==> src/hdl/spi_quad_pkg.sv <==
// Constants, field layout and state types of the serial peripheral port.
//
// Contract
// - Divider sets clock rate or header hold.
// - Enabled port idles; master starts on write.
// - Slave shifts on clock edges while selected.
// - Frame loads shifter, then transmit-empty rises.
// - Early next write gives gapless master frames.
// - Frame end fills receive buffer, sets flag.
// - Receive-only master clocks on; duplex waits data.
// - Unread receive word plus new word flags overrun.
// - Header mode ignores polarity/phase, samples falling.
// - Header master adds header clock, overlaps when continuous.
// - Header slave keeps its data line driven half-bit plus five.
// - Header slave flags select toggling mid-frame.
// - Pulse mode raises select a period between frames.
// - Read bit chooses four-line write or read.
// - Four-line write drives all lines on write.
// - Four-line stops when transmit buffer empty.
// - Low select in master forces slave, error.
// - Four-line read inputs; dummy write clocks byte.
package spi_quad_pkg;
	localparam int ADDR_W = 4;
	localparam logic [ADDR_W-1:0] CTRL_ADDR = 4'h0;
	localparam logic [ADDR_W-1:0] DATA_ADDR = 4'h4;
	localparam logic [ADDR_W-1:0] STAT_ADDR = 4'h8;
	localparam int B_DIV = 0;
	localparam int B_CPOL = 3;
	localparam int B_CPHA = 4;
	localparam int B_MST = 5;
	localparam int B_LSB = 6;
	localparam int B_SWEN = 7;
	localparam int B_SWLVL = 8;
	localparam int B_SELDRV = 9;
	localparam int B_RO = 10;
	localparam int B_BD = 11;
	localparam int B_BDOE = 12;
	localparam int B_EN = 13;
	localparam int B_TI = 14;
	localparam int B_PULSE = 15;
	localparam int B_QUAD = 16;
	localparam int B_QRD = 17;
	localparam int B_DS = 18;
	localparam int CTRL_W = 25;
	localparam logic [CTRL_W-1:0] CTRL_RESET = 25'h01c0000;
	localparam int S_TBE = 0;
	localparam int S_RX_NOT_EMPTY_FLAG = 1;
	localparam int S_OVR = 2;
	localparam int S_BUSY = 3;
	localparam int S_FRAME_ERROR = 4;
	localparam int S_CERR = 5;
	localparam logic [8:0] HOLD_EXTRA_CYC = 9'h005;
	localparam logic [1:0] RESP_OK = 2'h0;
	localparam logic [1:0] RESP_ERR = 2'h2;

	typedef enum logic [2:0] {ST_IDLE, ST_HEAD, ST_SHIFT, ST_GAP, ST_SLAVE} eng_t;

	typedef struct packed {
		logic [CTRL_W-1:0] ctrl;
		logic [15:0] txbuf;
		logic tx_full;
		logic [15:0] rxbuf;
		logic rx_full;
		logic ovr;
		logic frame_error;
		logic cerr;
		logic [15:0] tsh;
		logic [15:0] rsh;
		logic [5:0] edges;
		logic [7:0] div;
		logic [8:0] hold;
		eng_t eng;
		logic sck;
		logic sck_oe;
		logic sel;
		logic sel_oe;
		logic [3:0] dout;
		logic [3:0] doe;
		logic sck_d;
		logic seli_d;
		logic aw_got;
		logic w_got;
		logic [ADDR_W-1:0] awaddr;
		logic [31:0] wdata;
		logic [3:0] wstrb;
		logic awready;
		logic wready;
		logic bvalid;
		logic [1:0] bresp;
		logic arready;
		logic rvalid;
		logic [1:0] rresp;
		logic [31:0] rdata;
	} state_t;
endpackage

==> src/hdl/serial_peripheral_port_quad.sv <==
// Serial peripheral port with master, slave, header-sync, pulse and four-line modes.
//
// Chosen here: register access over AXI4-Lite and the placing of the registers.
`timescale 1ns/10ps
module serial_peripheral_port_quad import spi_quad_pkg::*; (
	// Clock and reset
	input wire logic sys_clk,
	input wire logic resetn,
	// AXI4-Lite write channels
	input wire logic [ADDR_W-1:0] awaddr,
	input wire logic awvalid,
	output logic awready,
	input wire logic [31:0] wdata,
	input wire logic [3:0] wstrb,
	input wire logic wvalid,
	output logic wready,
	output logic [1:0] bresp,
	output logic bvalid,
	input wire logic bready,
	// AXI4-Lite read channels
	input wire logic [ADDR_W-1:0] araddr,
	input wire logic arvalid,
	output logic arready,
	output logic [31:0] rdata,
	output logic [1:0] rresp,
	output logic rvalid,
	input wire logic rready,
	// Serial clock pin
	input wire logic sck_in,
	output logic sck_out,
	output logic sck_oe,
	// Select pin
	input wire logic sel_in,
	output logic sel_out,
	output logic sel_oe,
	// Data lines: 0 is master-out, 1 is master-in, 2 and 3 four-line only
	input wire logic [3:0] io_in,
	output logic [3:0] io_out,
	output logic [3:0] io_oe
);

	state_t s;
	state_t next_s;

	// Received shifter contents aligned to the low bits of the word.
	function automatic logic [15:0] rx_align(input logic [15:0] r, input logic [4:0] len,
		input logic lsb, input logic quad);
		logic [15:0] m;
		m = 16'hffff >> (5'h10 - len);
		if (quad) begin
			rx_align = {8'h00, r[7:0]};
		end else if (lsb) begin
			rx_align = r >> (5'h10 - len);
		end else begin
			rx_align = r & m;
		end
	endfunction

	// Transmit word placed so the next bit out sits at a fixed end.
	function automatic logic [15:0] tx_prep(input logic [15:0] t, input logic [4:0] len,
		input logic lsb, input logic quad);
		if (quad) begin
			tx_prep = {t[7:0], 8'h00};
		end else if (lsb) begin
			tx_prep = t;
		end else begin
			tx_prep = t << (5'h10 - len);
		end
	endfunction

	// Byte-lane merge of a bus write into a stored word.
	function automatic logic [31:0] merge(input logic [31:0] old, input logic [31:0] d,
		input logic [3:0] be);
		merge = old;
		for (int i = 0; i < 4; i++) begin
			if (be[i]) begin
				merge[8*i +: 8] = d[8*i +: 8];
			end
		end
	endfunction

	// Next-state logic for the bus slave and the shift engine.
	always_comb begin
		logic [CTRL_W-1:0] c;
		logic [4:0] len;
		logic [5:0] last;
		logic en, mst, quad, ti, cpol, cpha, lsb, rxonly, txd, seli, tick;
		logic ev, lead, din, sample, fdone, ld, wr, dbit, slv_on;
		logic [31:0] cw;
		next_s = s;
		c = s.ctrl;
		en = c[B_EN];
		mst = c[B_MST];
		quad = c[B_QUAD];
		ti = c[B_TI] & ~quad;
		cpol = ti ? 1'h0 : c[B_CPOL];
		cpha = ti ? 1'h1 : c[B_CPHA];
		lsb = c[B_LSB] & ~quad;
		len = quad ? 5'h02 : {1'h0, c[B_DS +: 4]} + 5'h01;
		last = {len, 1'h0} - 6'h01;
		rxonly = ~quad & (c[B_RO] | (c[B_BD] & ~c[B_BDOE]));
		txd = ~c[B_RO] & (~c[B_BD] | c[B_BDOE]);
		seli = c[B_SWEN] ? c[B_SWLVL] : sel_in;
		tick = s.div == ((8'h01 << c[B_DIV +: 3]) - 8'h01);
		ev = 1'h0;
		lead = 1'h0;
		din = 1'h0;
		sample = 1'h0;
		fdone = 1'h0;
		ld = 1'h0;
		wr = s.aw_got & s.w_got & ~s.bvalid;
		cw = 32'h0;
		dbit = 1'h0;
		slv_on = 1'h0;
		next_s.sck_d = sck_in;
		next_s.seli_d = sel_in;

		// Bus channels: each address and data beat accepted once, one at a time.
		next_s.awready = awvalid & ~s.awready & ~s.aw_got & ~s.bvalid;
		next_s.wready = wvalid & ~s.wready & ~s.w_got & ~s.bvalid;
		next_s.arready = arvalid & ~s.arready & ~s.rvalid;
		if (awvalid & s.awready) begin
			next_s.aw_got = 1'h1;
			next_s.awaddr = awaddr;
		end
		if (wvalid & s.wready) begin
			next_s.w_got = 1'h1;
			next_s.wdata = wdata;
			next_s.wstrb = wstrb;
		end
		if (s.bvalid & bready) begin
			next_s.bvalid = 1'h0;
		end
		if (s.rvalid & rready) begin
			next_s.rvalid = 1'h0;
		end
		if (wr) begin
			next_s.aw_got = 1'h0;
			next_s.w_got = 1'h0;
			next_s.bvalid = 1'h1;
			next_s.bresp = RESP_OK;
			if (s.awaddr == CTRL_ADDR) begin
				cw = merge({7'h00, s.ctrl}, s.wdata, s.wstrb);
				next_s.ctrl = cw[CTRL_W-1:0];
			end else if (s.awaddr == STAT_ADDR) begin
				// Error flags clear on writing one; a same-cycle event wins below.
				next_s.ovr = s.ovr & ~(s.wstrb[0] & s.wdata[S_OVR]);
				next_s.frame_error = s.frame_error & ~(s.wstrb[0] & s.wdata[S_FRAME_ERROR]);
				next_s.cerr = s.cerr & ~(s.wstrb[0] & s.wdata[S_CERR]);
			end else if (s.awaddr != DATA_ADDR) begin
				next_s.bresp = RESP_ERR;
			end
		end
		if (arvalid & s.arready) begin
			next_s.rvalid = 1'h1;
			next_s.rresp = RESP_OK;
			next_s.rdata = 32'h0;
			if (araddr == CTRL_ADDR) begin
				next_s.rdata[CTRL_W-1:0] = s.ctrl;
			end else if (araddr == DATA_ADDR) begin
				next_s.rdata[15:0] = s.rxbuf;
				next_s.rx_full = 1'h0;
			end else if (araddr == STAT_ADDR) begin
				next_s.rdata[S_TBE] = ~s.tx_full;
				next_s.rdata[S_RX_NOT_EMPTY_FLAG] = s.rx_full;
				next_s.rdata[S_OVR] = s.ovr;
				next_s.rdata[S_BUSY] = s.eng != ST_IDLE;
				next_s.rdata[S_FRAME_ERROR] = s.frame_error;
				next_s.rdata[S_CERR] = s.cerr;
			end else begin
				next_s.rresp = RESP_ERR;
			end
		end

		// Slave hold countdown after a header-sync frame.
		if (s.hold != 9'h000) begin
			next_s.hold = s.hold - 9'h001;
		end

		// Shift engine sequencing.
		case (s.eng)
			ST_IDLE: begin
				next_s.edges = 6'h00;
				next_s.div = 8'h00;
				next_s.sck = cpol;
				if (en & mst & (s.tx_full | rxonly)) begin
					ld = 1'h1;
					next_s.sel = ti;
					next_s.eng = ti ? ST_HEAD : ST_SHIFT;
				end else if (en & ~mst & (ti | ~seli)) begin
					ld = 1'h1;
					next_s.eng = ST_SLAVE;
				end
			end
			ST_HEAD: begin
				next_s.div = tick ? 8'h00 : s.div + 8'h01;
				if (tick) begin
					// One extra clock with select high ahead of the byte.
					next_s.sck = ~s.sck;
					next_s.edges = s.edges + 6'h01;
					if (s.edges == 6'h01) begin
						next_s.edges = 6'h00;
						next_s.sel = 1'h0;
						next_s.eng = ST_SHIFT;
					end
				end
			end
			ST_SHIFT: begin
				next_s.div = tick ? 8'h00 : s.div + 8'h01;
				if (tick) begin
					next_s.sck = ~s.sck;
					ev = 1'h1;
					lead = ~s.sck != cpol;
					din = c[B_BD] ? io_in[0] : io_in[1];
					// Continuous header overlays the previous byte's last bit.
					if (ti & (s.edges == last - 6'h01) & s.tx_full) begin
						next_s.sel = 1'h1;
					end
				end
			end
			ST_GAP: begin
				next_s.sel = 1'h1;
				next_s.div = tick ? 8'h00 : s.div + 8'h01;
				if (tick & (s.edges != 6'h02)) begin
					next_s.edges = s.edges + 6'h01;
				end
				if ((s.edges == 6'h02) & s.tx_full) begin
					ld = 1'h1;
					next_s.edges = 6'h00;
					next_s.sel = 1'h0;
					next_s.eng = ST_SHIFT;
				end else if (s.edges == 6'h02) begin
					// Buffer still empty: wait in idle, select stays high until data comes.
					next_s.edges = 6'h00;
					next_s.eng = ST_IDLE;
				end
			end
			ST_SLAVE: begin
				if (~ti & seli) begin
					next_s.eng = ST_IDLE;
				end else if (sck_in != s.sck_d) begin
					ev = 1'h1;
					lead = sck_in != cpol;
					din = c[B_BD] ? io_in[1] : io_in[0];
				end
				if (ti & (sel_in != s.seli_d) & (s.edges != 6'h00)) begin
					next_s.frame_error = 1'h1;
				end
			end
			default: begin
				next_s.eng = ST_IDLE;
			end
		endcase

		// Common edge handling for both roles.
		if (ev) begin
			next_s.edges = s.edges + 6'h01;
			sample = lead ^ cpha;
			if (sample) begin
				if (quad) begin
					next_s.rsh = {s.rsh[11:0], io_in};
				end else if (lsb) begin
					next_s.rsh = {din, s.rsh[15:1]};
				end else begin
					next_s.rsh = {s.rsh[14:0], din};
				end
			end else if (!(cpha & (s.edges == 6'h00))) begin
				if (quad) begin
					next_s.tsh = {s.tsh[11:0], 4'h0};
				end else if (lsb) begin
					next_s.tsh = {1'h0, s.tsh[15:1]};
				end else begin
					next_s.tsh = {s.tsh[14:0], 1'h0};
				end
			end
			if (s.edges == last) begin
				fdone = 1'h1;
				next_s.edges = 6'h00;
			end
		end

		// Frame end: deliver the word, then continue, pause or stop.
		if (fdone) begin
			if (next_s.rx_full) begin
				next_s.ovr = 1'h1;
			end else begin
				next_s.rxbuf = rx_align(next_s.rsh, len, lsb, quad);
				next_s.rx_full = 1'h1;
			end
			if (s.eng == ST_SLAVE) begin
				ld = 1'h1;
				if (ti) begin
					next_s.hold = (9'h001 << c[B_DIV +: 3]) + HOLD_EXTRA_CYC;
				end
			end else if (c[B_PULSE]) begin
				next_s.eng = ST_GAP;
				next_s.sel = 1'h1;
				next_s.div = 8'h00;
			end else if (en & (s.tx_full | rxonly)) begin
				ld = 1'h1;
				next_s.sel = ti & ~s.sel;
				next_s.eng = (ti & ~s.sel) ? ST_HEAD : ST_SHIFT;
			end else begin
				next_s.eng = ST_IDLE;
				next_s.sel = 1'h0;
			end
		end

		// Transmit buffer to shifter move; buffer empties unless refilled below.
		if (ld) begin
			next_s.tsh = s.tx_full ? tx_prep(s.txbuf, len, lsb, quad) : 16'h0000;
			next_s.tx_full = 1'h0;
		end

		// A bus data write refills the buffer and wins over the move above.
		if (wr & (s.awaddr == DATA_ADDR)) begin
			cw = merge({16'h0000, s.txbuf}, s.wdata, s.wstrb);
			next_s.txbuf = cw[15:0];
			next_s.tx_full = 1'h1;
		end

		// Select sensed low while master with select as input.
		if (en & mst & (c[B_SWEN] | ~c[B_SELDRV]) & ~seli) begin
			next_s.ctrl[B_MST] = 1'h0;
			next_s.cerr = 1'h1;
			next_s.eng = ST_IDLE;
		end
		if (~en) begin
			next_s.eng = ST_IDLE;
			next_s.sel = 1'h1;
		end else if ((next_s.eng == ST_IDLE) & ~c[B_PULSE]) begin
			next_s.sel = 1'h0;
		end

		// Pin drive from the settled next state.
		dbit = lsb ? next_s.tsh[0] : next_s.tsh[15];
		next_s.dout = quad ? next_s.tsh[15:12] : {2'h0, dbit, dbit};
		slv_on = (next_s.eng == ST_SLAVE) & (~ti | (next_s.edges != 6'h00) | (next_s.hold != 9'h000));
		if (en & next_s.ctrl[B_MST] & quad) begin
			next_s.doe = c[B_QRD] ? 4'h0 : 4'hf;
		end else begin
			next_s.doe = {2'h0, en & ~next_s.ctrl[B_MST] & txd & slv_on,
				en & next_s.ctrl[B_MST] & txd};
		end
		next_s.sck_oe = en & next_s.ctrl[B_MST];
		next_s.sel_oe = next_s.ctrl[B_MST] & ~next_s.ctrl[B_SWEN] & next_s.ctrl[B_SELDRV];
	end

	// State register.
	always_ff @(posedge sys_clk or negedge resetn) begin
		if (!resetn) begin
			s <= '0;
			s.ctrl <= CTRL_RESET;
			s.sel <= 1'h1;
			s.seli_d <= 1'h1; // Idle select level, so no false edge follows reset.
		end else begin
			s <= next_s;
		end
	end

	// Outputs come straight from the state register.
	assign awready = s.awready;
	assign wready = s.wready;
	assign bresp = s.bresp;
	assign bvalid = s.bvalid;
	assign arready = s.arready;
	assign rdata = s.rdata;
	assign rresp = s.rresp;
	assign rvalid = s.rvalid;
	assign sck_out = s.sck;
	assign sck_oe = s.sck_oe;
	assign sel_out = s.sel;
	assign sel_oe = s.sel_oe;
	assign io_out = s.dout;
	assign io_oe = s.doe;

endmodule

==> config.mk <==
export PLATFORM = sky130hd
export DESIGN_NAME = serial_peripheral_port_quad
export DESIGN_NICKNAME = d
export VERILOG_FILES = /design/src/hdl/spi_quad_pkg.sv /design/src/hdl/serial_peripheral_port_quad.sv
export SDC_FILE = /design/constraint.sdc
export NUM_CORES = 1
export LEC_CHECK = 0
export BUFFER_PORTS_ARGS = -buffer_cell sky130_fd_sc_hd__buf_2
export CAP_MARGIN = 10
export CORE_MARGIN = 2
export CORE_UTILIZATION = 45
export CTS_CLUSTER_DIAMETER = 150
export DETAILED_ROUTE_END_ITERATION = 8
export SLEW_MARGIN = 20
export SYNTH_ARGS = -nofsm -noshare
export SYNTH_HDL_FRONTEND = slang
export SYNTH_SLANG_ARGS = --single-unit
==> constraint.sdc <==
create_clock -name sys_clk -period 10.7 [get_ports sys_clk]
set_input_delay 0 -clock sys_clk [delete_from_list [all_inputs] [get_ports sys_clk]]
set_output_delay 0 -clock sys_clk [all_outputs]
set_load 0.005 [all_outputs]
Word-level counts from Yosys, hierarchy flattened
Cells that the tools add are included.

cells by class
  $add $sub $neg = 9
  reductions and logical operators = 30
  multipliers = 0
  equality and inequality tests = 25
  $lt $le $gt $ge = 0
  multiplexer cells = 127
  shift-type cells = 5
  divide/modulo/power cells = 0
  bitwise operators = 87

operators with widths
  operator                 number
  $mux W16                 14
  $and A1 B1 Y1            53
  $mux W1                  51
  $mux W6                  8
  $mux W3                  13
  $mux W38                 1
  $mux W9                  4
  $mux W35                 1
  $mux W8                  4
  $mux W10                 3
  $mux W2                  13
  $not A1 Y1               25
  $reduce_and A3 Y1        7
  $mux W20                 1
  $pmux W6 S3              1
  $reduce_bool A9 Y1       2
  $and A16 B16 Y16         1
  $mux W4                  4
  $pmux W8 S2              1
  $reduce_bool A2 Y1       8
  $shl A16 B5 Y16          1
  $shr A16 B5 Y16          1
  $shr A16 B5 Y16 const A  1
  $pmux W3 S5              1
  37 further kinds         64

word-level totals
  register bits after elaboration = 203
  memories = 0
  memory bits (writable) = 0
  latch bits = 0
  word-level logic and storage cells = 324
  ROM bits = 0

Longest topological paths before layout
Gate-level depths: netlist of the first run.

  word-level depth = 16
  depth in mapped cells = 18
  gate-level depth less buffers = 14

Worst setup path after synthesis of the first run
OpenSTA, ideal clock, no wires.

  path type = register -> register
  from = register s[210] (netlist bit)
  to = register s[172] (netlist bit)
  data required time = 10.578 ns
  library setup time = 0.122 ns
  arrival time = 3.726 ns
  setup slack = 6.852 ns
  period minus slack after synthesis = 3.848 ns
  stages on the path, launching flop included = 16
  cells stage by stage = dfstp_2 or2_2 buf_2 buf_1 clkbuf_1 ha_1 inv_1 ha_1 xor2_1 nor3_1 inv_1 a2111oi_4 buf_2 nand2_1 clkbuf_1 a32o_1

on the way
  word-level cells in the longest chain between the ends = 7

ends and longest elaborated chain
  item                                             line                                                                                                      RTL
  start: declaration                               serial_peripheral_port_quad.sv:42                                                                         state_t s;
  start signal: assignment                         serial_peripheral_port_quad.sv:357                                                                        s <= next_s;
  $add A4 B1 Y5 (*)                                serial_peripheral_port_quad.sv:99                                                                         len = quad ? 5'h02 : {1'h0, c[B_DS +: 4]} + 5'h01;
  $mux W5 (*)                                      serial_peripheral_port_quad.sv:99
  $sub A5 B5 Y5 or $sub A6 B1 Y6 (tied branches)   serial_peripheral_port_quad.sv:49, serial_peripheral_port_quad.sv:53, serial_peripheral_port_quad.sv:100
  $shr A16 B5 Y16 or $eq A6 B6 Y1 (tied branches)  serial_peripheral_port_quad.sv:49, serial_peripheral_port_quad.sv:276
  $and A16 B16 Y16 or $mux W1 (tied branches)      serial_peripheral_port_quad.sv:55, serial_peripheral_port_quad.sv:276
  $mux W16 or $mux W1 (tied branches)              serial_peripheral_port_quad.sv:52, serial_peripheral_port_quad.sv:256
  $mux W16 or $reduce_and A2 Y1 (tied branches)    --

Mark *: on every way between the ends. The rest lies on a longest branch, timed or not.
A chain may end at the register's enable or synchronous reset.

Worst setup path in the final report of the first run
  from = register s[210] (netlist bit)
  to = register s[162] (netlist bit)

The elaborated chain is that of the path after synthesis.

==> results of run 1 <==
## per-stage QoR
stage               hold WS [ps]  std cells  cell area, um^2
detailed placement         92.91       1700            12920
global route               79.27       1776            13960
finish                     34.84       1776            13960
floorplan                 -295.6       1344            12550
CTS                        8.544       1776            13960
global placement           91.06       1700            12920
## critical path: cells and delay by family, from the launching register on
family	cells	cell delay (ps)
simple gates	4	1290
compound gates	3	1250
flops	1	660
fa+ha+maj	2	590
buf+inv	3	570
xor+xnor	1	150
## kinds of logic after synthesis
kind of cell               count (synthesis)  synth area share
AOI/OAI and AO/OA                        354            0.1909
xor gates and xnor gates                  27           0.01889
adders and majority gates                 11           0.01099
buffers and inverters                    176           0.07076
DFF                                      200            0.4003
muxes                                    178            0.1615
other                                      1         0.0002996
and+or+nand+nor                          389            0.1463
## sequential cells by signal, summed over array words and instances, names as in the netlist, 3 cells and up
signal  cells
io_oe       3
s         157
rdata      25
io_out      4
## metal layers
metal | up-vias | share of wire
met5 | - | 0
li1 | 4916 | -
met3 | 69 | 0.059
met4 | 0 | 0.023
met2 | 433 | 0.45
met1 | 5237 | 0.47
## power breakdown
group / switching [mW] / internal (mW)
Combinational: 1.36 / 0.881
Clock: 0.331 / 0.336
Sequential: 0.285 / 0.948
Total: 1.98 / 2.16
## area by class of cell
class | count | share of cell area
Clock buffer | 20 | 0.03129
Inverter | 44 | 0.01183
Tap cell | 378 | 0.03389
Clock inverter | 12 | 0.01121
Timing Repair Buffer | 154 | 0.07468
Multi-Input combinational cell | 968 | 0.4779
Sequential cell | 200 | 0.3592
## layout by cell type (no fill, tap or decap), types with 6 or more instances in the layout
cell and instances:
buf_2 92, a21oi_1 99, a221o_1 6, a31oi_1 14
a21o_1 9, xnor2_1 13, nor2_1 108, a22o_1 13
and2_1 10, xor2_1 13, mux2_2 82, o22ai_1 9
mux4_2 11, nor4_1 8, o211ai_1 8, nand2b_1 12
a222oi_1 10, ha_1 11, nand4_1 7, nand3_1 32
o21ai_1 12, nand2_1 131, mux2i_1 85, nor2b_1 6
dfrtp_1 193, o31ai_1 8, buf_4 17, or3_1 9
conb_1 9, dlygate4sd3_1 44, clkbuf_16 17, inv_1 42
and3_1 14, o21ai_0 80, a211oi_1 7, nor3_1 23
## worst min-delay path by stage
stage              start  cells past startpoint           endpoint
2_1_floorplan     resetn                      0  arready$_DFF_PN0_
3_3_place_gp      resetn                      1   s[102]$_DFF_PN0_
3_5_place_dp      resetn                      1   s[102]$_DFF_PN0_
4_1_cts         io_in[2]                      3   s[125]$_DFF_PN0_
5_1_grt        araddr[2]                      3   s[157]$_DFF_PN0_
6_report        io_in[2]                      3   s[125]$_DFF_PN0_
==> results.md, run 1 <==
- Outcome: complete, no violations
- Arrival time reported for the critical path endpoint: ~5000 ps
- Placement Rows: about 60
- Fraction of registers with async set/reset: 1.000
- EDFF count, synth: 0
- Largest stage delay on the critical path: between 800 and 900 ps
- Top area cells in the synthesized netlist: dfrtp_1 (39%), mux2_2 (7.4%), mux2i_1 (6.8%)
- Slowest cell on the critical path: and2_0
- Utilization after layout: 0.5066
- Average via count per standard cell: about 6
- Quantity of gates resized following cts: 0
- Remaining routing DRC violations: 0
- Number of buffers added for setup after CTS: 0
- RSZ-0062 raised after global routing: no
- Average footprint of a synthesized cell: ~9.4 um^2
- Max-cap violations: 0
- Number of hold buffers added after cts: 44
- Initial Utilization: 0.4543
- Antenna cell count: 0
- Dominant register cell in the synthesized netlist: dfrtp_1
- Setup-failing EPs final: 0
- Cell at the root of the clock tree: clkbuf_16
- Post-layout min period: approximately 4600 ps
- Die outline height: approximately 170 um
- Worst EP required: roughly 11000 ps
- Number of fill cells: 2557
- Final Routed Wirelength: roughly 36 mm
- Biggest area consumer among synthesized cells: dfrtp_1
- Number of nets with antenna violations after detailed routing: 0
- Number of warning messages in the yosys log: 0
- Placed wire-length estimate: 25.46 mm
- Most utilized layer in the global route result: met2
- Fraction of post-synthesis cell area in the top cell type by area: 0.3898
- Width of the die: approximately 170 um
- Detail-routed net length per standard cell: approximately 20 um
- Fraction of met3 tracks used by global routing: 0.03932
- Number of buffers on the longest clock path: 2
- Synthesis-to-finish area growth: 11.49%
- Area occupied by multi-input gates: ~6700 um^2
- Fraction of layout instances using a drive strength above 1: 0.1903
- Num ports: 110
- Nature of the critical path startpoint: flop
- Total Neg Setup Slack: 0 ps
- Number of storage elements in the synthesis netlist: 200
- Leakage component of the power: a little over 6 nW
- Max frequency: between 200 and 250 MHz
- Category of the critical setup timing path: flop to flop
- Register-to-register setup slack: 6100 ps
- Router iterations before antenna repair: 7
- Clock latency at the later pin of the worst-skew pair: ~450 ps
- All-layer global routing usage: 0.2541
- Portion of the clock cycle consumed by the worst path in the final layout: 0.4301
- Core outline area: around 28000 um^2
- Die footprint: between 20000 and 30000 um^2
- Number of nets in the final layout: about 1500
- Sink Count: 200
- Sequential cell area: approximately 5000 um^2
- CP Capture Type: flop
- Worst clock skew on the final layout: 11.77 ps
- Wire length of the first global-routing pass: slightly below 60 mm
- Via count: 10655
- TritonCTS buffer count: 17
- Instance count of the mapped netlist: 1336
- Iter 0 DRT Violations: 1176
- Most repeated cell in the gate-level netlist after synthesis: dfrtp_1
- Critical R2R Capture: s[162]$_DFFE_PN0P_
- Syn Std Cell Area: about 13000 um^2
- Clock-pin transition on the worst setup and hold timing paths: around 80 ps
- Number of endpoints with negative hold slack in the final report: 0
- CP endpoint: s[162]$_DFFE_PN0P_
- Maximum ir drop on the vdd rail: 0.1732 mV
- Port-buffer cells: 93
- Total Power Consumption: a little over 4 mW
- Tightest slew margin relative to the limit: 0.3498
- Grt met1 use: 0.3639
- PD cells: 296.9 nW/um^2
- Class of the tightest hold or removal check: input pin to flop
- Grt met2 use: 0.4017
- H-tree Lvls: 4
- Reg-to-reg critical path startpoint: s[210]$_DFFE_PN1P_
- Distinct cell type count of the synthesized netlist: 91
- Largest net degree at the start of global routing: 85
- Worst Setup Slack post-DPL: roughly 6200 ps
- Gp weighted congestion: 0.9206
- Most used standard cells in the synthesized netlist: dfrtp_1 (195), nand2_1 (131), nor2_1 (108)
- Leftover overflow at the end of global routing: 0
- Sequential cell area fraction in the yosys report: 0.4003
- Timing startpoint of the critical path: s[210]$_DFFE_PN1P_
- Worst-case reg-to-reg path depth: 13
- CP cell instances: or2_2 -> buf_4 -> ha_1 -> inv_1 -> ha_1 -> xor2_1 -> nor3_1 -> inv_1 -> a2111oi_4 -> and2_0 -> nor2_1 -> a2111oi_1 -> a21o_1
- Max-slew violations: 0
- Vias in the first global route: around 10000
- Least setup slack across all paths after layout: about 6100 ps
- Actual transition at the worst max-transition pin: slightly below 1000 ps
- TritonCTS clock tree: yes
- CP max FO: 37
- Initial antenna violation count: 0
(Power assumes the default switching activity.)
==> run 2: changes to the inputs <==
clock period = 4.3 ns   (was 10.7 ns; I/O delays follow)
==> results.md, run 2 (synthesis gave the netlist of run 1 again) <==
- Outcome: complete, no violations
- Register with the most flip-flops: s
- Post-layout min period: around 4000 ps
- Number of fill cells: between 2000 and 3000
- Category of the critical setup timing path: flop to flop
- Internal Power: about 5.5 mW
- Sink Count: 200
- CP Capture Type: flop
- Worst Setup Slack post-DPL: 395.5 ps
- Count of placed standard cells including taps: roughly 1700
- RSZ-0062 raised after global routing: no
- Placement Rows: 61
- Detail-routed net length per standard cell: between 20 and 25 um
- Clock-pin transition on the worst setup and hold timing paths: about 80 ps
- Worst EP required: between 4000 and 5000 ps
- Actual transition at the worst max-transition pin: roughly 1000 ps
- Leftover overflow at the end of global routing: 0
- Router iterations before antenna repair: 6
- Gp weighted congestion: 0.9414
- Iter 0 DRT Violations: between 1000 and 1500
- Num ports: 110
- Number of nets in the final layout: between 1000 and 1500
- Average via count per standard cell: slightly below 6
- Nature of the critical path startpoint: flop
- TritonCTS clock tree: yes
- Class of the tightest hold or removal check: input pin to flop
- Die outline height: 170.8 um
- Width of the die: approximately 170 um
- Largest stage delay on the critical path: 770 ps
- Sequential cell area: 5014 um^2
- Initial Utilization: 0.4543
- Most common cell after layout, fill and taps aside: dfrtp_1
- Antenna cell count: 0
- Proportion of total power due to net switching: 0.4785
- Final cell count without fillers: around 1800
- Maximum ir drop on the vdd rail: approximately 0.41 mV
- Slowest cell on the critical path: dfrtp_1
- Highest-count cells in the layout ignoring fill and taps: dfrtp_1 (193), nand2_1 (131), nor2_1 (108)
- Port-buffer cells: just over 90
- Number of nets with antenna violations after detailed routing: 0
- Cell at the root of the clock tree: clkbuf_16
- Reg-to-reg critical path startpoint: s[193]$_DFFE_PN0P_
- Least setup slack across all paths after layout: approximately 340 ps
- CP cell instances: nand3b_1 -> a2bb2oi_1 -> a2111oi_4 -> and4_1 -> o21ai_1 -> nand2_2 -> mux4_2 -> nor2_1 -> nor3_1 -> o31ai_2
- Portion of the clock cycle consumed by the worst path in the final layout: 0.9220
- Part of the total power dissipated in the clock network: 0.161
- Number of buffers on the longest clock path: 2
- Worst Hold Launch: araddr[2]
- Fraction of layout instances using a drive strength above 1: 0.1997
- Number of endpoints with negative hold slack in the final report: 0
- Utilization after layout: 0.5116
- Tightest slew margin relative to the limit: 0.3257
- Leakage component of the power: ~6.2 nW
- Remaining routing DRC violations: 0
- Max frequency: between 200 and 300 MHz
- Total Neg Setup Slack: 0 ps
- Die footprint: ~30000 um^2
- PD cells: around 750 nW/um^2
- Portion of total power attributed to sequential cells: 0.295
- Final Routed Wirelength: around 37 mm
- Synthesis-to-finish area growth: 12.60%
- Area occupied by multi-input gates: 6670 um^2
- All-layer global routing usage: 0.2655
- Max-cap violations: 0
- Max-slew violations: 0
- Largest net degree at the start of global routing: approximately 110
- TritonCTS buffer count: 17
- Core outline area: approximately 28000 um^2
- H-tree Lvls: 4
- Vias in the first global route: around 10000
- Clock latency at the later pin of the worst-skew pair: ~450 ps
- Worst clock skew on the final layout: just under 20 ps
- CP max FO: 29
- Setup-failing EPs final: 0
- Placed wire-length estimate: roughly 27 mm
- Timing startpoint of the critical path: s[193]$_DFFE_PN0P_
- P_sw: between 5 and 6 mW
- Combinational fraction of design power: 0.545
- Register-to-register setup slack: between 300 and 400 ps
- Number of buffers added for setup after CTS: 0
- Initial antenna violation count: 0
- Max reg flops: 157
- Via count: around 11000
- Arrival time reported for the critical path endpoint: 4320 ps
- Wire length of the first global-routing pass: roughly 60 mm
[run 2: changes by cell type in the layout (fill, tap and decap cells not counted), sizes merged]
cell / previous run / this run
inv: 49 / 50
clkinvlp: 0 / 1
clkbuf: 21 / 20
buf: 109 / 123
clkinv: 6 / 5
[run 2: critical path, delay by kind of cell, from the launching register on]
family	cells	cell delay (ps)
flip-flops	1	770
AND/OR/NAND/NOR	5	1290
AO/OA/AOI/OAI	4	1170
multiplexers	1	630
[run 2: cell type report]
cell class,count,share of cell area
Sequential cell,200,0.3557
Inverter,44,0.01172
Clock inverter,13,0.01216
Clock buffer,19,0.03142
Multi-Input combinational cell,968,0.4732
Tap cell,378,0.03355
Timing Repair Buffer,168,0.08228
[run 2: layer usage]
metal | share of wire | wire, um | vias up | track usage
li1 | - | - | 4935 | -
met1 | 0.46 | 17010 | 5233 | 0.3753
met2 | 0.46 | 17060 | 396 | 0.4154
met3 | 0.066 | 2455 | 44 | 0.05135
met4 | 0.022 | 822 | 0 | 0.07469
met5 | 0 | 0 | - | 0
[run 2: stage by stage]
step | total power [mW] | hold slack (ps) | instance area [um^2]
finish | 10.54 | 83.10 | 14100
global route | 11.24 | 112.9 | 14100
CTS | 10.46 | 59.37 | 14100
detailed placement | 8.708 | 123.1 | 13040
global placement | 8.682 | 122.2 | 13040
floorplan | 7.002 | -295.6 | 12550
[run 2: worst paths after layout]
kind / to / depth (start not counted)
worst max-delay path: s[167]$_DFFE_PN0P_ / 10
worst min-delay path: rdata[3]$_DFFE_PN0P_ / 3
worst max register to register: s[167]$_DFFE_PN0P_ / 10
worst min register to register: arready$_DFF_PN0_ / 1
max in group asynchronous: s[208]$_DFFE_PN0P_ / 3
min in group asynchronous: s[100]$_DFF_PN0_ / 2
[run 2: timing repair]
action / in CTS / in global routing
hold endpoints to repair: 138 / 0
resized for setup: 0 / 0
hold buffers: 44 / 0
[run 2: power groups by stage]
stage               Sequential, mW  Clock (mW)  Combinational, mW
floorplan                     2.69           0               4.31
global placement              3.11           0               5.58
detailed placement            3.12           0               5.59
CTS                           3.09        1.74               5.64
global route                  3.18        1.83               6.24
finish                        3.11        1.70               5.74
